`config.mk`:
```
export PLATFORM = sky130hd
export DESIGN_NAME = mach_cmd_handler
export DESIGN_NICKNAME = d
export VERILOG_FILES = /design/src/rtl/mach_pkg.sv /design/src/rtl/mach_field_capture.sv /design/src/rtl/mach_sw_regs.sv /design/src/rtl/mach_cmd_handler.sv
export VERILOG_INCLUDE_DIRS = /design/src /design/src/rtl
export SDC_FILE = /design/constraint.sdc
export NUM_CORES = 1
export LEC_CHECK = 0
export ABC_AREA = 1
export BUFFER_PORTS_ARGS = -buffer_cell sky130_fd_sc_hd__buf_4
export CAP_MARGIN = 25
export CORE_MARGIN = 8
export CORE_UTILIZATION = 40
export DETAILED_ROUTE_END_ITERATION = 8
export PLACE_DENSITY_LB_ADDON = 0.25
export SKIP_CTS_REPAIR_TIMING = 1
export SLEW_MARGIN = 20
export SYNTH_ARGS = -nofsm -noshare
export SYNTH_HDL_FRONTEND = slang
export SYNTH_SLANG_ARGS = --single-unit
```
`constraint.sdc`:
```
create_clock -name sys_clk -period 1.9 [get_ports sys_clk]
set_input_delay 0.095 -clock sys_clk [delete_from_list [all_inputs] [get_ports sys_clk]]
set_output_delay 0.095 -clock sys_clk [all_outputs]
set_load 0.02 [all_outputs]
```
`src/rtl/mach_regs.svh`:
```
// constants for the memory access command handler
`ifndef MACH_REGS_SVH
`define MACH_REGS_SVH

// command identifiers, low bit marks a reply
`define MACH_ID_READ_REQ 16'h0800
`define MACH_ID_READ_RPL 16'h0801
`define MACH_ID_WRITE_REQ 16'h0802
`define MACH_ID_WRITE_RPL 16'h0803
`define MACH_ID_RPL_FLAG 16'h0001

// reply status codes
`define MACH_ST_SUCCESS 16'h0000
`define MACH_ST_NOT_IMPL 16'h8001
`define MACH_ST_BAD_PARAM 16'h8002
`define MACH_ST_BAD_ADDR 16'h8003
`define MACH_ST_READ_ONLY 16'h8004

// request payload layout, byte count and bit fields of the capture vector
`define MACH_RD_REQ_LEN 16'h000C
`define MACH_WR_ADDR_LEN 16'h0008
`define MACH_RD_HDR_LAST 4'hB
`define MACH_WR_HDR_LAST 4'h7
`define MACH_ADDR_MSB 63
`define MACH_ADDR_LSB 0
`define MACH_RSV_MSB 79
`define MACH_RSV_LSB 64
`define MACH_CNT_MSB 95
`define MACH_CNT_LSB 80

// write reply payload: reserved at 0..1, bytes written at 2..3
`define MACH_WR_RPL_LEN 16'h0004
`define MACH_WR_RPL_NONE 16'h0000
`define MACH_RPL_CNT_LO 4'h2
`define MACH_RPL_CNT_HI 4'h3

// software register map
`define MACH_REG_CAP 8'h00
`define MACH_REG_LAST 8'h04
`define MACH_REG_COUNT 8'h08
`define MACH_CAP_LW_BIT 0
`define MACH_CAP_RESET 32'h0000_0001
`define MACH_LAST_BUSY_BIT 16

`endif

```
`src/rtl/mach_pkg.sv`:
```
// types for the memory access command handler
package mach_pkg;

  typedef enum logic [3:0] {
    ST_IDLE = 4'b0000,
    ST_HDR = 4'b0001,
    ST_CHECK = 4'b0010,
    ST_RD_REQ = 4'b0011,
    ST_RD_WAIT = 4'b0100,
    ST_RD_OUT = 4'b0101,
    ST_WR_DATA = 4'b0110,
    ST_WR_STORE = 4'b0111,
    ST_DRAIN = 4'b1000,
    ST_WA_OUT = 4'b1001,
    ST_DONE = 4'b1010
  } mach_state_t;

endpackage : mach_pkg

```
`src/rtl/mach_field_capture.sv`:
```
// byte capture of the fixed request payload fields
`timescale 1ns/1ps
module mach_field_capture #(
  parameter int NBYTES = 12
) (
  // clock and reset
  input wire logic sys_clk,
  input wire logic resetn,
  // byte write
  input wire logic clr,
  input wire logic we,
  input wire logic [3:0] idx,
  input wire logic [7:0] din,
  // captured fields, byte i at bits 8i+7..8i
  output logic [8*NBYTES-1:0] vec
);

  // one byte lane per payload position
  genvar i;
  generate
    for (i = 0; i < NBYTES; i++) begin : g_lane
      always_ff @(posedge sys_clk or negedge resetn) begin
        if (!resetn) begin
          vec[8*i +: 8] <= 8'h00;
        end else if (clr) begin
          vec[8*i +: 8] <= 8'h00;
        end else if (we && (idx == 4'(i))) begin
          vec[8*i +: 8] <= din;
        end
      end
    end
  endgenerate

endmodule : mach_field_capture

```
`src/rtl/mach_sw_regs.sv`:
```
// software register slave: capability, last outcome, reply count
`timescale 1ns/1ps
`include "mach_regs.svh"
module mach_sw_regs (
  // clock and reset
  input wire logic sys_clk,
  input wire logic resetn,
  // register port
  input wire logic [7:0] reg_addr,
  input wire logic [31:0] reg_wdata,
  input wire logic reg_wr,
  input wire logic reg_rd,
  output logic [31:0] reg_rdata,
  // block state
  input wire logic busy,
  input wire logic rpl_done,
  input wire logic [15:0] rpl_status,
  output logic cap_len_written
);

  logic [31:0] cap_r;
  logic [15:0] last_r;
  logic [31:0] count_r;
  logic [31:0] rd_sel;

  // read decode, unmapped reads as zero
  assign rd_sel = (reg_addr == `MACH_REG_CAP) ? cap_r :
                  (reg_addr == `MACH_REG_LAST) ? {15'h0000, busy, last_r} :
                  (reg_addr == `MACH_REG_COUNT) ? count_r : 32'h0000_0000;
  assign cap_len_written = cap_r[`MACH_CAP_LW_BIT];

  // capability write, status capture and read data one cycle later
  always_ff @(posedge sys_clk or negedge resetn) begin
    if (!resetn) begin
      cap_r <= `MACH_CAP_RESET;
      last_r <= `MACH_ST_SUCCESS;
      count_r <= 32'h0000_0000;
      reg_rdata <= 32'h0000_0000;
    end else begin
      if (reg_wr && (reg_addr == `MACH_REG_CAP)) begin
        cap_r <= reg_wdata & `MACH_CAP_RESET; // only the capability bit is held
      end
      if (rpl_done) begin
        last_r <= rpl_status;
        count_r <= count_r + 32'h0000_0001;
      end
      reg_rdata <= reg_rd ? rd_sel : 32'h0000_0000;
    end
  end

endmodule : mach_sw_regs

```
`src/rtl/mach_cmd_handler.sv`:
```
// read and write memory request handler with reply builder
// Function
// - read address and count are byte aligned
// - read payload: address@0, reserved@8, count@10
// - read data follows reply header at offset 0
// - short or long read gets explaining status
// - write address and count are byte aligned
// - write payload: address@0, data from offset 8
// - write count comes from header length
// - every write request gets a write reply
// - bytes-written report only when capability set
// - bytes-written report: two bytes at offset 2
// - reserved word sent only with the report
// - reserved word is sent as zeros
// - write reply length is 4 or 0
// - request ids even, reply ids odd
// - missing register address gives status 0x8003
// - write to read-only register gives 0x8004
//
// Chosen here: the placing of the registers and strobed register access.
`timescale 1ns/1ps
`include "mach_regs.svh"
module mach_cmd_handler
  import mach_pkg::*;
(
  // clock and reset
  input wire logic sys_clk,
  input wire logic resetn,
  // decoded request header
  input wire logic cmd_start,
  input wire logic [15:0] cmd_id,
  input wire logic [15:0] cmd_len,
  input wire logic [15:0] cmd_req_id,
  output logic busy,
  // request payload bytes
  input wire logic [7:0] in_data,
  input wire logic in_valid,
  output logic in_ready,
  // reply payload bytes
  output logic [7:0] rpl_data,
  output logic rpl_valid,
  input wire logic rpl_ready,
  // reply header, presented at the end of the reply
  output logic rpl_done,
  output logic [15:0] rpl_id,
  output logic [15:0] rpl_status,
  output logic [15:0] rpl_len,
  output logic [15:0] rpl_req_id,
  // register map byte port
  output logic [63:0] mem_addr,
  output logic mem_rd,
  output logic mem_wr,
  output logic [7:0] mem_wdata,
  input wire logic [7:0] mem_rdata,
  input wire logic mem_bad_addr,
  input wire logic mem_read_only,
  // software register port
  input wire logic [7:0] reg_addr,
  input wire logic [31:0] reg_wdata,
  input wire logic reg_wr,
  input wire logic reg_rd,
  output logic [31:0] reg_rdata
);

  mach_state_t state_r, state_nxt;
  logic [15:0] cmd_id_r, req_id_r;
  logic is_rd_r, is_wr_r, cap_r;
  logic [15:0] rem_r, rem_nxt;
  logic [3:0] pos_r, pos_nxt;
  logic [63:0] addr_r, addr_nxt;
  logic [15:0] left_r, left_nxt;
  logic [15:0] xfer_r, xfer_nxt;
  logic [15:0] status_r, status_nxt;
  logic [7:0] byte_r, byte_nxt;
  logic cap_we, cap_clr;
  logic [95:0] cap_vec;
  logic cap_len_written;

  // reply payload byte of the write reply at a given position
  function automatic logic [7:0] ack_byte(input logic [3:0] pos, input logic [15:0] n);
    logic [7:0] b;
    b = 8'h00; // reserved word stays zero
    if (pos == `MACH_RPL_CNT_LO) begin
      b = n[7:0];
    end else if (pos == `MACH_RPL_CNT_HI) begin
      b = n[15:8];
    end
    return b;
  endfunction : ack_byte

  // request classification on the incoming header
  wire in_is_rd = (cmd_id == `MACH_ID_READ_REQ);
  wire in_is_wr = (cmd_id == `MACH_ID_WRITE_REQ);
  wire in_short = in_is_rd ? (cmd_len != `MACH_RD_REQ_LEN) : (cmd_len < `MACH_WR_ADDR_LEN);
  wire in_empty = (cmd_len == 16'h0000);
  wire take_cmd = cmd_start && (state_r == ST_IDLE);

  // captured payload fields
  wire [63:0] f_addr = cap_vec[`MACH_ADDR_MSB:`MACH_ADDR_LSB];
  wire [15:0] f_rsv = cap_vec[`MACH_RSV_MSB:`MACH_RSV_LSB];
  wire [15:0] f_cnt = cap_vec[`MACH_CNT_MSB:`MACH_CNT_LSB];
  wire [3:0] hdr_last = is_rd_r ? `MACH_RD_HDR_LAST : `MACH_WR_HDR_LAST;

  // where a write ends: report bytes or reply at once
  wire mach_state_t wr_end_st = cap_r ? ST_WA_OUT : ST_DONE;
  wire last_byte = (rem_r == 16'h0001);

  // handshakes and register map strobes
  assign busy = (state_r != ST_IDLE);
  assign in_ready = (state_r == ST_HDR) || (state_r == ST_WR_DATA) || (state_r == ST_DRAIN);
  assign rpl_valid = (state_r == ST_RD_OUT) || (state_r == ST_WA_OUT);
  assign rpl_data = byte_r;
  assign mem_addr = addr_r; // byte addressed
  assign mem_wdata = byte_r;
  assign mem_rd = (state_r == ST_RD_REQ); // every attempt is shown, the map refuses missing bytes
  assign mem_wr = (state_r == ST_WR_STORE); // the map refuses missing or read-only bytes

  // next state and datapath
  always_comb begin
    state_nxt = state_r;
    rem_nxt = rem_r;
    pos_nxt = pos_r;
    addr_nxt = addr_r;
    left_nxt = left_r;
    xfer_nxt = xfer_r;
    status_nxt = status_r;
    byte_nxt = byte_r;
    cap_we = 1'b0;
    cap_clr = 1'b0;
    case (state_r)
      ST_IDLE: begin
        if (cmd_start) begin
          rem_nxt = cmd_len;
          pos_nxt = 4'h0;
          xfer_nxt = 16'h0000;
          byte_nxt = 8'h00;
          status_nxt = `MACH_ST_SUCCESS;
          cap_clr = 1'b1;
          if (!in_is_rd && !in_is_wr) begin
            status_nxt = `MACH_ST_NOT_IMPL;
            state_nxt = in_empty ? ST_DONE : ST_DRAIN;
          end else if (in_short) begin
            status_nxt = `MACH_ST_BAD_PARAM;
            state_nxt = in_empty ? (in_is_wr ? (cap_len_written ? ST_WA_OUT : ST_DONE) : ST_DONE) : ST_DRAIN;
          end else begin
            state_nxt = ST_HDR;
          end
        end
      end
      ST_HDR: begin
        if (in_valid) begin
          cap_we = 1'b1;
          pos_nxt = pos_r + 4'h1;
          rem_nxt = rem_r - 16'h0001; // payload left after the fields
          if (pos_r == hdr_last) begin
            state_nxt = ST_CHECK;
          end
        end
      end
      ST_CHECK: begin
        addr_nxt = f_addr;
        left_nxt = f_cnt;
        pos_nxt = 4'h0;
        if (is_rd_r) begin
          if (f_rsv != 16'h0000) begin
            status_nxt = `MACH_ST_BAD_PARAM;
            state_nxt = ST_DONE;
          end else begin
            state_nxt = (f_cnt == 16'h0000) ? ST_DONE : ST_RD_REQ;
          end
        end else begin
          state_nxt = (rem_r == 16'h0000) ? wr_end_st : ST_WR_DATA;
        end
      end
      ST_RD_REQ: begin
        if (mem_bad_addr) begin
          status_nxt = `MACH_ST_BAD_ADDR; // read stops short
          state_nxt = ST_DONE;
        end else begin
          state_nxt = ST_RD_WAIT;
        end
      end
      ST_RD_WAIT: begin
        byte_nxt = mem_rdata;
        state_nxt = ST_RD_OUT;
      end
      ST_RD_OUT: begin
        if (rpl_ready) begin
          xfer_nxt = xfer_r + 16'h0001;
          addr_nxt = addr_r + 64'h0000_0000_0000_0001;
          left_nxt = left_r - 16'h0001;
          state_nxt = (left_r == 16'h0001) ? ST_DONE : ST_RD_REQ;
        end
      end
      ST_WR_DATA: begin
        if (in_valid) begin
          byte_nxt = in_data; // data from payload offset 8
          rem_nxt = rem_r - 16'h0001;
          state_nxt = ST_WR_STORE;
        end
      end
      ST_WR_STORE: begin
        byte_nxt = 8'h00;
        if (mem_bad_addr || mem_read_only) begin
          status_nxt = mem_bad_addr ? `MACH_ST_BAD_ADDR : `MACH_ST_READ_ONLY;
          state_nxt = (rem_r == 16'h0000) ? wr_end_st : ST_DRAIN;
        end else begin
          xfer_nxt = xfer_r + 16'h0001;
          addr_nxt = addr_r + 64'h0000_0000_0000_0001;
          state_nxt = (rem_r == 16'h0000) ? wr_end_st : ST_WR_DATA;
        end
      end
      ST_DRAIN: begin
        if (in_valid) begin
          rem_nxt = rem_r - 16'h0001;
          pos_nxt = 4'h0;
          byte_nxt = 8'h00;
          if (last_byte) begin
            state_nxt = is_wr_r ? wr_end_st : ST_DONE;
          end
        end
      end
      ST_WA_OUT: begin
        if (rpl_ready) begin
          pos_nxt = pos_r + 4'h1;
          byte_nxt = ack_byte(pos_r + 4'h1, xfer_r);
          if (pos_r == `MACH_RPL_CNT_HI) begin
            state_nxt = ST_DONE;
          end
        end
      end
      ST_DONE: begin
        state_nxt = ST_IDLE;
      end
      default: begin
        state_nxt = ST_IDLE;
      end
    endcase
  end

  // reply header length: returned bytes on read, 4 or 0 on write
  wire [15:0] len_sel = is_rd_r ? xfer_r :
                        (is_wr_r && cap_r) ? `MACH_WR_RPL_LEN : `MACH_WR_RPL_NONE;

  // state and working registers
  always_ff @(posedge sys_clk or negedge resetn) begin
    if (!resetn) begin
      state_r <= ST_IDLE;
      rem_r <= 16'h0000;
      pos_r <= 4'h0;
      addr_r <= 64'h0000_0000_0000_0000;
      left_r <= 16'h0000;
      xfer_r <= 16'h0000;
      status_r <= `MACH_ST_SUCCESS;
      byte_r <= 8'h00;
    end else begin
      state_r <= state_nxt;
      rem_r <= rem_nxt;
      pos_r <= pos_nxt;
      addr_r <= addr_nxt;
      left_r <= left_nxt;
      xfer_r <= xfer_nxt;
      status_r <= status_nxt;
      byte_r <= byte_nxt;
    end
  end

  // request header latch, capability sampled once per request
  always_ff @(posedge sys_clk or negedge resetn) begin
    if (!resetn) begin
      cmd_id_r <= 16'h0000;
      req_id_r <= 16'h0000;
      is_rd_r <= 1'b0;
      is_wr_r <= 1'b0;
      cap_r <= 1'b0;
    end else if (take_cmd) begin
      cmd_id_r <= cmd_id;
      req_id_r <= cmd_req_id;
      is_rd_r <= in_is_rd;
      is_wr_r <= in_is_wr;
      cap_r <= cap_len_written;
    end
  end

  // reply header outputs, done is a one-cycle pulse
  always_ff @(posedge sys_clk or negedge resetn) begin
    if (!resetn) begin
      rpl_done <= 1'b0;
      rpl_id <= 16'h0000;
      rpl_status <= `MACH_ST_SUCCESS;
      rpl_len <= 16'h0000;
      rpl_req_id <= 16'h0000;
    end else begin
      rpl_done <= (state_r == ST_DONE);
      if (state_r == ST_DONE) begin
        rpl_id <= cmd_id_r | `MACH_ID_RPL_FLAG;
        rpl_status <= status_r;
        rpl_len <= len_sel;
        rpl_req_id <= req_id_r;
      end
    end
  end

  // payload field capture
  mach_field_capture #(
    .NBYTES(12)
  ) u_capture (
    .sys_clk(sys_clk),
    .resetn(resetn),
    .clr(cap_clr),
    .we(cap_we),
    .idx(pos_r),
    .din(in_data),
    .vec(cap_vec)
  );

  // software registers
  mach_sw_regs u_regs (
    .sys_clk(sys_clk),
    .resetn(resetn),
    .reg_addr(reg_addr),
    .reg_wdata(reg_wdata),
    .reg_wr(reg_wr),
    .reg_rd(reg_rd),
    .reg_rdata(reg_rdata),
    .busy(busy),
    .rpl_done(rpl_done),
    .rpl_status(rpl_status),
    .cap_len_written(cap_len_written)
  );

endmodule : mach_cmd_handler

```
; ---- Word-level counts from Yosys, hierarchy flattened
; Index checks and enable logic that the tools add are counted.
[op_classes]
n_mux = 95
n_eq_ne = 46
shift = 0
addsub = 6
div = 0
n_reduce_logical = 58
n_bitwise = 0
n_mul = 0
n_lt_le_gt_ge = 1
[ops]
columns = op, n
row1 = $mux 8, 30
row2 = $mux 16, 14
row3 = $pmux 64 s3, 1
row4 = $mux 32, 4
row5 = $mux 64, 2
row6 = $mux 4, 23
row7 = $add 64x1->64 const B, 1
row8 = $pmux 16 s2, 2
row9 = $pmux 16 s4, 1
row10 = $logic_not 16->1, 3
row11 = $pmux 16 s3, 1
row12 = $pmux 8 s6, 1
row13 = $pmux 4 s10, 1
row14 = $add 32x1->32 const B, 1
row15 = $eq 16x1->1 const B, 2
row16 = $eq 16x12->1 const B, 2
row17 = $eq 4x3->1 const B, 8
row18 = $sub 16x1->16 const B, 2
row19 = $eq 4x4->1 const B, 7
row20 = $reduce_bool 2->1, 14
row21 = $eq 4x2->1 const B, 6
row22 = $ne 2x2->1 const B, 10
row23 = $pmux 4 s5, 1
row24 = $add 16x1->16 const B, 1
row25 = other kinds (28), 68
[word_totals]
latchBits = 0
mem_count = 0
rom_bits = 0
regBits = 421
mem_bits_rw = 0
out_inout_bits = 182
word_cells = 240

; ---- Depth between registers and ports, before layout
; Gate-level depths: netlist of the first run.
[depth]
depth_word = 7
ltp_mapped = 13
mapped_depth_nobuf = 13

; ---- Cells and area by module
; A second synthesis of the first run with hierarchy kept.
[unflattened]
cells_unflattened = 2892
hier_area_um2 = 21428.1
[by_module_without_submodules]
columns = mod, area_per_inst_um2, n_inst, cells_each
row1 = mach_cmd_handler, 13661.9, 1, 2006
row2 = mach_field_capture, 4007.6, 1, 462
row3 = mach_sw_regs, 3758.6, 1, 424

; ---- Worst setup path before layout of the first run
; OpenSTA, ideal clock, no wires.
[synth_path]
kind = reg2reg
from = reg addr_r[0], in the netlist mem_addr[0]
to = reg addr_r[62], in the netlist mem_addr[62]
t_required_ns = 1.783
t_arrival_ns = 1.884
slack_ns = -0.101
setup_ns = 0.117
period_less_slack_ns = 2.001
stages_incl_launch_ff = 13
cell_sequence = dfrtp_1 -> ha_1 -> nand2_1 -> nor2_2 -> nand2_1 -> nor2_1 -> inv_1 -> nor2_1 -> nand3_1 -> nand2_1 -> nand3_1 -> nand2_1 -> nand2_1
[synth_between]
elab_chain_cells = 3
elab_cells_between_ends = 4
classes_between = add/sub: 1 / mux: 3
[synth_lines]
columns = item, line
row1 = start: declaration, mach_cmd_handler.sv:70  ; logic [63:0] addr_r, addr_nxt;
row2 = start signal: assignment, mach_cmd_handler.sv:260  ; addr_r <= addr_nxt;
row3 = $add 64x1->64 (*), "mach_cmd_handler.sv:190, mach_cmd_handler.sv:209"
row4 = $mux 64 (on tied branches), "mach_cmd_handler.sv:204, mach_cmd_handler.sv:188"
row5 = $pmux 64 s3 (*), mach_cmd_handler.sv:130  ; case (state_r)
; Every way passes the cells marked *; elsewhere a longest branch is shown, timed or not. The select of a mux whose other input is x is not followed.
; A chain may end at the register's enable or synchronous reset.

; ---- Worst setup path in the final report of the first run
[layout_path]
from = reg state_r[2]
to = out in_ready
[layout_between]
elab_chain_cells = 3
elab_cells_between_ends = 5
classes_between = eq/ne: 3 / reduce/logical: 2
[layout_lines]
columns = item, line
row1 = start: declaration, mach_cmd_handler.sv:65  ; mach_state_t state_r, state_nxt;
row2 = start signal: assignment, mach_cmd_handler.sv:257  ; state_r <= state_nxt;
row3 = $eq 4x1->1 or $eq 4x3->1 (tied branches), mach_cmd_handler.sv:110  ; assign in_ready = (state_r == ST_HDR) || (state_r == ST_WR_DATA) || (state_r == ST_DRAIN);
row4 = $logic_or 1x1->1, mach_cmd_handler.sv:110
row5 = $logic_or 1x1->1 (*), mach_cmd_handler.sv:110
row6 = end: declaration, mach_cmd_handler.sv:38  ; output logic in_ready,
; Every way passes the cells marked *; elsewhere a longest branch is shown, timed or not.

==> results.md, run 1 <==
* Most common cell after layout, fill and taps aside: nand2_1
* Post-synthesis cell count at 2,629
* Vias per std cell at 5.17
* Vias in the first global route at 19,300
* Min-Delay Path Class: input pin to flip-flop
* Data required, critical path at 1800 ps
* Sw Share at 40.6%
* Design area at 0.0278 mm2
* IO Port Bufs at 251
* Post-synthesis sequential area ratio at 47.1%
* Fin crit share at 102%
* Final slew viol count at 0
* RSZ-0062 raised after global routing: true
* Vias at 20,100
* Initial Util at 40.5%
* Initial DRC Count at 1,381
* Diodes inserted at 0
* Worst Hold Depth at 6
* Hold path endpoint: is_wr_r$_DFFE_PN0P_
* Placement Setup Slack at -227 ps
* Pwr/cell area at 1400 mW/mm2
* Hold Path Origin: cmd_id[0]
* Number of flops mapped to enable cells by yosys at 0
* Register area at 0.00963 mm2
* GRT Residual Overflow at 0
* Die ar. at 0.0584 mm2
* Area grow syn2layout at 36.6%
* Register bit total from synthesis at 384
* CTS tree: done
* Post-Route WL at 71,800 um
* Placer Congestion at 0.945
* Share of async-settable or async-resettable flops after synthesis at 100%
* R2R Setup Slk at 10 ps
* Reg2reg end: mem_addr[9]$_DFFE_PN0P_
* Multi-input gate area at 0.00958 mm2
* Critical path launch point type: flip-flop
* Least-Margin Pin Slew at 636 ps
* Die Ht at 242 um
* VDD IR max at 817 uV
* Final net count at 3,304
* RR Startpoint: state_r[3]$_DFFE_PN0P_
* Post-route insts no fill at 3,886
* Synth Flop Type: dfrtp_1
* Post-Syn Area at 0.0204 mm2
* Pre-Repair DR Iteration Count at 5
* CP Class: flip-flop to output port
* Worst Setup Slack, final at -32.6 ps
* Initial antenna violation count at 0
* Final Skew at 23.5 ps
* Hold slack at -52.1 ps
* Num Clock Sinks at 384
* # H-tree levels at 2
* Reg clk slew, reported paths at 60 ps
* Die W at 242 um
* Max transition margin at 57.6%
* Sw power at 15.9 mW
* DP Area at 0.0248 mm2
* WP data arrival at 1840 ps
* Antenna Nets Post-Route at 0
* CP Max Fanout at 12
* Num ports at 295
* Pleak at 13.2 nW
* Placeable Area at 0.0503 mm2
* F_max at 0.517 GHz
* Max-capacitance violation count at 0
* Layout cells sized above 1 at 24.0%
* Post-route DRC at 0
* Seq pwr share at 34.3%
* Clock root cell: clkbuf_16
* WL per Instance at 18.5 um
* Final setup viols at 1
* Placed insts at 3,704
* Floorplan row count at 82
* Global-route usage over all layers at 22.8%
* Fin. Hold Viols at 4
* FF-to-FF path depth at 9
* Yosys synthesis warning count at 0
* Synth cell types at 60
* Fillers at 4,649
* Outcome: finished with violations
* Clk buf depth at 3
* Clk pwr share at 22.5%
* Synthesized area per cell at 7.75 um2
* First-pass GRT wire length at 109,000 um
* Final Critical Period at 1930 ps
* Most frequent cells in the layout: 773 x nand2_1, 479 x buf_4, 366 x dfrtp_1
* Failing checks: hold timing, setup timing
* CP endpoint kind: output port
* Pint at 23.2 mW
* Logic pwr share at 43.2%
* TritonCTS Buffers at 44
* Largest net degree at the start of global routing at 84
* Clk_lat worst skew at 580 ps
* Final HPWL from detailed placement at 52,400 um
==> final cells by class <==
cell class	instances	share of cell area, %
Multi-Input combinational cell	1895	34.4
Inverter	251	3.50
Clock buffer	66	4.76
Timing Repair Buffer	603	19.1
Clock inverter	15	0.634
Tap cell	672	3.02
Sequential cell	384	34.6
==> registers in the layout (all words and copies together), names as in the netlist, 8 cells and up <==
| name | flops |
|---|---|
| cmd_id_r | 15 |
| rpl_len | 16 |
| u_regs.count_r | 32 |
| left_r | 16 |
| rpl_id | 16 |
| u_regs.reg_rdata | 32 |
| rem_r | 16 |
| rpl_req_id | 16 |
| xfer_r | 16 |
| mem_wdata | 8 |
| u_capture.vec | 96 |
| mem_addr | 64 |
| req_id_r | 16 |
==> synthesized netlist by cell type (3+ instances only) <==
| cell type | instances | area, um2 |
|---|---|---|
| nand3b_1 | 4 | 30.0 |
| inv_1 | 237 | 890 |
| o31ai_1 | 19 | 143 |
| or2_2 | 9 | 56.3 |
| buf_2 | 19 | 95.1 |
| o21bai_1 | 3 | 22.5 |
| buf_6 | 15 | 169 |
| o21ai_1 | 35 | 175 |
| o211ai_1 | 7 | 52.6 |
| clkbuf_1 | 39 | 146 |
| a21oi_1 | 40 | 200 |
| o21a_1 | 22 | 165 |
| xor2_1 | 68 | 596 |
| nor4_1 | 4 | 25.0 |
| ha_1 | 12 | 150 |
| o22ai_1 | 12 | 75.1 |
| nor2_2 | 8 | 50.1 |
| nand2_4 | 3 | 33.8 |
| inv_2 | 11 | 41.3 |
| nand4_1 | 69 | 432 |
| buf_1 | 7 | 26.3 |
| o21ai_0 | 242 | 1210 |
| nand2_1 | 785 | 2950 |
| a31oi_1 | 3 | 18.8 |
| a32o_1 | 8 | 80.1 |
| nor3_1 | 82 | 410 |
| a21oi_2 | 6 | 52.6 |
| xnor2_1 | 4 | 35.0 |
| nor2_1 | 262 | 983 |
| a31oi_4 | 7 | 149 |
| nor2_4 | 7 | 78.8 |
| nand3_1 | 132 | 661 |
| dfrtp_1 | 383 | 9580 |
| buf_4 | 33 | 248 |
==> how the worst max path moves through the flow <==
stage,start,endpoint,slack (ps),depth (start not counted)
after global routing,state_r[2]$_DFFE_PN0P_,in_ready,-90,5
after CTS,state_r[3]$_DFFE_PN0P_,mem_addr[19]$_DFFE_PN0P_,-260,9
after floorplan,mem_addr[0]$_DFFE_PN0P_,mem_addr[62]$_DFFE_PN0P_,3,12
after global placement,state_r[3]$_DFFE_PN0P_,mem_addr[19]$_DFFE_PN0P_,-200,9
after detailed placement,state_r[3]$_DFFE_PN0P_,mem_addr[19]$_DFFE_PN0P_,-230,9
final,state_r[2]$_DFFE_PN0P_,in_ready,-30,5
==> critical path, stage by stage, from the launching register on <==
cell and delay (ps):
dfrtp_2 460, nor2_4 210, nand2_2 150, nand3_4 150
buf_12 150, buf_4 140
==> stage by stage <==
step | power [mW] | util, % | setup TNS [ps]
CTS | 37.7 | 52.3 | -1660
finish | 39.1 | 55.4 | -32.6
floorplan | 21.8 | - | 0
detailed placement | 28.7 | 49.3 | -792
global placement | 28.3 | 49.3 | -371
global route | 41.5 | 55.4 | -1760
==> cells by family after synthesis <==
kind of cell             synth area share (%)
buffers and inverters                    8.21
other                                  0.0184
XOR/XNOR                                 3.09
AO/OA/AOI/OAI                            12.3
AND/OR/NAND/NOR                          28.5
flip-flops                               47.1
adder cells (fa/ha/maj)                 0.737
==> power by group through the flow <==
stage	clock network, mW	registers [mW]	logic, mW
finish	8.80	13.4	16.9
global route	9.30	13.8	18.5
CTS	8.98	13.3	15.4
detailed placement	0	13.4	15.3
global placement	0	13.3	15.0
floorplan	0	14.0	7.83
==> metal layers <==
| metal | up-vias | part of all wire [%] | track usage (%) |
|---|---|---|---|
| li1 | 9640 | - | - |
| met1 | 9640 | 43 | 29.9 |
| met2 | 685 | 48 | 38.0 |
| met3 | 116 | 6.7 | 4.03 |
| met4 | 0 | 2.7 | 7.17 |
| met5 | - | 0 | 0 |
Power figures use the tool's default switching activity.
==> run 2, diff against run 1 <==
CORE_UTILIZATION = 52   (was 40)
==> run 2 against run 1 <==
Critical endpoint is now mem_addr[39]$_DFFE_PN0P_. Fmax down 4.9%. Final area down 0.82%. The run still ends with hold timing, setup timing left. Hold slack better by 6.5 ps. Largest power group unchanged.
==> results.md, run 2 (synthesis results as in run 1) <==
* Antenna Nets Post-Route at 0 (unchanged)
* Final setup viols at 56 (+55)
* GRT Residual Overflow at 0 (unchanged)
* Total power at 39.2 mW (+0.41%)
* CP Max Fanout at 8 (-4)
* Pwr/cell area at 1420 mW/mm2 (+1.2%)
* Clock root cell: clkbuf_16
* Max-capacitance violation count at 0 (unchanged)
* Data required, critical path at 2410 ps (+610 ps)
* Vias at 20,300 (+1.2%)
* Multi-input gate area at 0.00964 mm2 (+0.61%)
* Num ports at 295 (unchanged)
* Initial antenna violation count at 1 (+1)
* Register area at 0.00963 mm2 (unchanged)
* F_max at 0.492 GHz (-4.9%)
* Num Clock Sinks at 384 (unchanged)
* DP Area at 0.0242 mm2 (-2.3%)
* Min-Delay Path Class: input pin to flip-flop
* Global-route usage over all layers at 27.9% (+5.1 points)
* Initial DRC Count at 1,882 (+36%)
* Initial Util at 52.7% (+12 points)
* Final HPWL from detailed placement at 49,100 um (-6.3%)
* Outcome: finished with violations
* CP Class: flip-flop to flip-flop
* Vias in the first global route at 19,400 (+0.26%)
* Post-route DRC at 0 (unchanged)
* Die ar. at 0.0458 mm2 (-22%)
* Reg clk slew, reported paths at 60 ps (about the same)
* Critical path launch point type: flip-flop
* IO Port Bufs at 251 (unchanged)
* VDD IR max at 1040 uV (+27%)
* First-pass GRT wire length at 104,000 um (-4.2%)
* Least-Margin Pin Slew at 624 ps (-12.2 ps)
* CTS tree: done
* Placer Congestion at 0.986 (+4.3%)
* Clk buf depth at 3 (unchanged)
* WP data arrival at 2540 ps (+700 ps)
* Post-Route WL at 70,900 um (-1.2%)
* Most common cell after layout, fill and taps aside: nand2_1
* Hold slack at -45.6 ps (+6.51 ps)
* Floorplan row count at 72 (-12%)
* Area grow syn2layout at 35.5%
* Biggest register: u_capture.vec
* Die Ht at 214 um (-11%)
* Pre-Repair DR Iteration Count at 6 (+1)
* Final Critical Period at 2030 ps (+99.9 ps)
* Max transition margin at 58.4% (+0.77 points)
* Final slew viol count at 0 (unchanged)
* Layout cells sized above 1 at 24.2% (+0.20 points)
* # H-tree levels at 2 (unchanged)
* Fin crit share at 107% (+5.3 points)
* Fin. Hold Viols at 3 (-1)
* Largest net degree at the start of global routing at 62 (-26%)
* TritonCTS Buffers at 43 (-2.3%)
* Fillers at 3,041 (-35%)
* Vias per std cell at 5.50 (+6.4%)
* Final Skew at 20.0 ps (-3.50 ps)
* Final net count at 3,270 (-1.0%)
* CP endpoint kind: flip-flop
* Most frequent cells in the layout: 763 x nand2_1, 436 x buf_4, 366 x dfrtp_1
* Die W at 214 um (-11%)
* Pleak at 13.1 nW (-0.35%)
* Failing checks: hold timing, setup timing
* Max FFs per register at 96 (unchanged)
* Clk_lat worst skew at 590 ps (about the same)
* Design area at 0.0276 mm2 (-0.82%)
* Worst Setup Slack, final at -133 ps (-99.9 ps)
* RSZ-0062 raised after global routing: true
* Placeable Area at 0.0386 mm2 (-23%)
* WL per Instance at 19.2 um (+3.8%)
## run 2: routing by layer
layer	vias to the layer above	global-route usage (%)	part of all wire [%]	wire (um)
met5	-	0	0	0
li1	9555	-	-	-
met2	853	46.3	48	34000
met1	9760	36.1	40	28600
met3	162	5.97	8.3	5900
met4	0	9.07	3.4	2430
## run 2: final timing paths
| kind | from | endpoint | slack [ps] | depth (start not counted) |
|---|---|---|---|---|
| max reg2reg | state_r[3]$_DFFE_PN0P_ | mem_addr[39]$_DFFE_PN0P_ | -130 | 11 |
| min in group asynchronous | resetn | u_regs.reg_rdata[30]$_DFF_PN0_ | 40 | 2 |
| min | cmd_id[0] | is_wr_r$_DFFE_PN0P_ | -50 | 6 |
| min reg2reg | u_regs.last_r[2]$_DFFE_PN0P_ | u_regs.last_r[2]$_DFFE_PN0P_ | 480 | 2 |
| max in group asynchronous | resetn | mem_addr[29]$_DFFE_PN0P_ | 1090 | 3 |
| max | state_r[3]$_DFFE_PN0P_ | mem_addr[39]$_DFFE_PN0P_ | -130 | 11 |
## run 2: final cells by class
| cell class | count | area share (%) |
|---|---|---|
| Antenna cell | 1 | 0.00906 |
| Clock buffer | 56 | 4.33 |
| Clock inverter | 23 | 1.23 |
| Inverter | 251 | 3.58 |
| Multi-Input combinational cell | 1890 | 34.9 |
| Sequential cell | 384 | 34.9 |
| Tap cell | 518 | 2.35 |
| Timing Repair Buffer | 573 | 18.6 |
| Timing Repair inverter | 2 | 0.118 |
## run 2: where the power goes
part | total, mW | internal [mW] | switching [mW]
logic | 16.7 | 6.76 | 9.90
registers | 13.5 | 11.0 | 2.59
clock network | 9.04 | 5.43 | 3.61
total | 39.2 | 23.1 | 16.1
## run 2: worst max-delay path, stage by stage (launching register included)
cell and delay [ps]:
dfrtp_2 450, inv_2 100, nand2_4 100, nor2_4 190, inv_2 100, a21oi_4 200
buf_12 130, buf_16 160, buf_16 160, o21a_1 180, nand2_1 80, o21ai_1 70
## run 2: per-stage QoR
stage	utilization, %	worst slack, ps	instances	setup TNS, ps	hold slack (ps)
floorplan	-	2.76	2640	0	-201
global placement	62.7	-81.4	3508	-126	75.0
detailed placement	62.7	-110	3508	-330	77.2
CTS	66.6	-351	3587	-913	-548
global route	71.4	-159	3698	-7540	7.73
finish	71.4	-133	3698	-2260	-45.6
==> run 3, diff against run 2 <==
BUFFER_PORTS_ARGS = not set   (was -buffer_cell sky130_fd_sc_hd__buf_4)
CORE_UTILIZATION = 58   (was 52)
DONT_BUFFER_PORTS = 1   (was not set)
==> run 3 against run 2 <==
The flow still finishes with violations (hold timing, setup timing). Final cell count is 7.1% lower. First-iteration DRC count is 0.74% lower. Combinational power is 7% lower. Setup slack better by 3.6 ps.
==> results.md, run 3 (synthesis results as in run 1) <==
* Critical path launch point type: flip-flop
* Pleak at 12.0 nW (-8.4%)
* Final HPWL from detailed placement at 45,100 um (-8.1%)
* Fin crit share at 107% (-0.19 points)
* Min-Delay Path Class: input pin to asynchronous set/reset pin
* # H-tree levels at 2 (unchanged)
* Critical-path cell list: inv_1, buf_4, nand2_2, nor2_4, nand2_2, nand2_2, buf_6, a21oi_4, buf_12, clkbuf_16, buf_6, clkbuf_16, a21oi_2, nor2_1
* Most common cell after layout, fill and taps aside: nand2_1
* Placeable Area at 0.0345 mm2 (-11%)
* Vias in the first global route at 18,300 (-5.5%)
* Area grow syn2layout at 27.0%
* Num Clock Sinks at 384 (unchanged)
* Post-route DRC at 0 (unchanged)
* Initial antenna violation count at 4 (+3)
* Design area at 0.0259 mm2 (-6.3%)
* CTS tree: done
* Biggest register: u_capture.vec
* Final Critical Period at 2030 ps (-3.61 ps)
* Die Ht at 203 um (-4.9%)
* Post-route insts no fill at 3,436 (-7.1%)
* Clk_lat worst skew at 570 ps (-20 ps)
* Critical Path Slowest Stage Cell: dfrtp_2
* Die ar. at 0.0414 mm2 (-9.6%)
* Reg clk slew, reported paths at 70 ps (about the same)
* Initial Util at 59.0% (+6.3 points)
* CP endpoint kind: flip-flop
* Multi-input gate area at 0.00959 mm2 (-0.47%)
* Global-route usage over all layers at 29.6% (+1.6 points)
* Register area at 0.00962 mm2 (about the same)
* GRT Residual Overflow at 0 (unchanged)
* WL per Instance at 19.8 um (+3.3%)
* Most common cell on crit path: nand2_2
* WP data arrival at 2490 ps (-50 ps)
* Floorplan row count at 68 (-5.6%)
* Clock root cell: clkbuf_16
* Pwr/cell area at 1470 mW/mm2 (+3.2%)
* Antenna Nets Post-Route at 0 (unchanged)
* First-pass GRT wire length at 98,500 um (-5.4%)
* Final slew viol count at 0 (unchanged)
* Buf/Inv on CP at 7 (+2)
* Post-Route WL at 68,100 um (-4.0%)
* CP Class: flip-flop to flip-flop
* Placed insts at 3,224 (-8.1%)
* Slowest stage delay, CP at 450 ps (about the same)
* Most frequent cells in the layout: 758 x nand2_1, 372 x dfrtp_1, 239 x nor2_1
* CP Max Fanout at 7 (-1)
* Fin util at 74.9% (+3.5 points)
* IO Port Bufs at 0 (-100%)
* Outcome: finished with violations
* Initial DRC Count at 1,868 (-0.74%)
* Layout cells sized above 1 at 18.0% (-6.2 points)
* Die W at 203 um (-4.9%)
* Fin. Hold Viols at 391 (+388)
* VDD IR max at 1160 uV (+11%)
* Max transition margin at 8.63% (-50 points)
* Clk buf depth at 3 (unchanged)
* RR Startpoint: state_r[1]$_DFFE_PN0P_
* RSZ-0062 raised after global routing: true
* Largest net degree at the start of global routing at 385 (+520%)
* Least-Margin Pin Slew at 1370 ps (+747 ps)
* Fillers at 2,477 (-19%)
* Worst Setup SP: state_r[1]$_DFFE_PN0P_
* Vias at 19,900 (-2.3%)
* Pre-Repair DR Iteration Count at 6 (unchanged)
* Final Skew at 19.3 ps (-0.771 ps)
* Vias per std cell at 5.78 (+5.2%)
* DP Area at 0.0224 mm2 (-7.4%)
* Placement Setup Slack at -361 ps (-252 ps)
* Data required, critical path at 2360 ps (-50 ps)
* Num ports at 295 (unchanged)
* Final net count at 3,071 (-6.1%)
* F_max at 0.493 GHz (+0.18%)
* Max-capacitance violation count at 0 (unchanged)
* Failing checks: hold timing, setup timing
* Placer Congestion at 1.00 (+1.6%)
* Max FFs per register at 96 (unchanged)
* Worst Setup Slack, final at -129 ps (+3.61 ps)
* Hold slack at -776 ps (-730 ps)
* CP delay by family, top: buffers and inverters
* Final setup viols at 123 (+120%)
* TritonCTS Buffers at 41 (-4.7%)
* Total power at 38.0 mW (-3.2%)
## run 3: through the flow
stage | TNS, ps | hold WS (ps)
2_1_floorplan | 0 | -201
3_3_place_gp | -9730 | -190
3_5_place_dp | -9040 | -186
4_1_cts | -12030 | -796
5_1_grt | -17500 | -797
6_report | -6400 | -776
## run 3: power breakdown
part | switching, mW | internal, mW | total [mW]
logic | 9.09 | 6.48 | 15.6
registers | 3.16 | 10.9 | 14.1
clock network | 3.42 | 4.89 | 8.31
total | 15.7 | 22.3 | 38.0
## run 3: final cells by class
| cell class | count | share of cell area [%] |
|---|---|---|
| timing repair inverter | 1 | 0.0435 |
| antenna | 3 | 0.0290 |
| tap | 455 | 2.20 |
| multi-input combinational | 1891 | 37.1 |
| sequential | 384 | 37.2 |
| clock buffer | 65 | 4.94 |
| timing repair buffer | 376 | 14.3 |
| inverter | 251 | 3.85 |
| clock inverter | 10 | 0.425 |
## run 3: worst reg2reg max path: stages (launching register included)
cell	delay [ps]
dfrtp_2	450
inv_1	100
buf_4	110
nand2_2	80
nor2_4	150
nand2_2	70
nand2_2	80
buf_6	100
a21oi_4	40
buf_12	130
clkbuf_16	160
buf_6	130
clkbuf_16	160
a21oi_2	130
nor2_1	50
## run 3: path summary, 6_finish.rpt
path / slack, ps / endpoint / depth (start not counted)
min reg2reg: 470 / rpl_req_id[13]$_DFFE_PN0P_ / 2
max reg2reg: -130 / mem_addr[7]$_DFFE_PN0P_ / 14
max in group asynchronous: 1450 / mem_addr[25]$_DFFE_PN0P_ / 0
max: -130 / mem_addr[7]$_DFFE_PN0P_ / 14
min: -780 / u_regs.reg_rdata[27]$_DFF_PN0_ / 0
min in group sys_clk: -360 / status_r[2]$_DFFE_PN0P_ / 1
## run 3: per-layer routing
layer	vias to the layer above	track usage [%]	routed length [um]
met5	-	0	13
met4	2	15.1	3310
met2	972	47.3	32500
met1	9528	37.5	26200
met3	210	6.49	6100
li1	9157	-	-
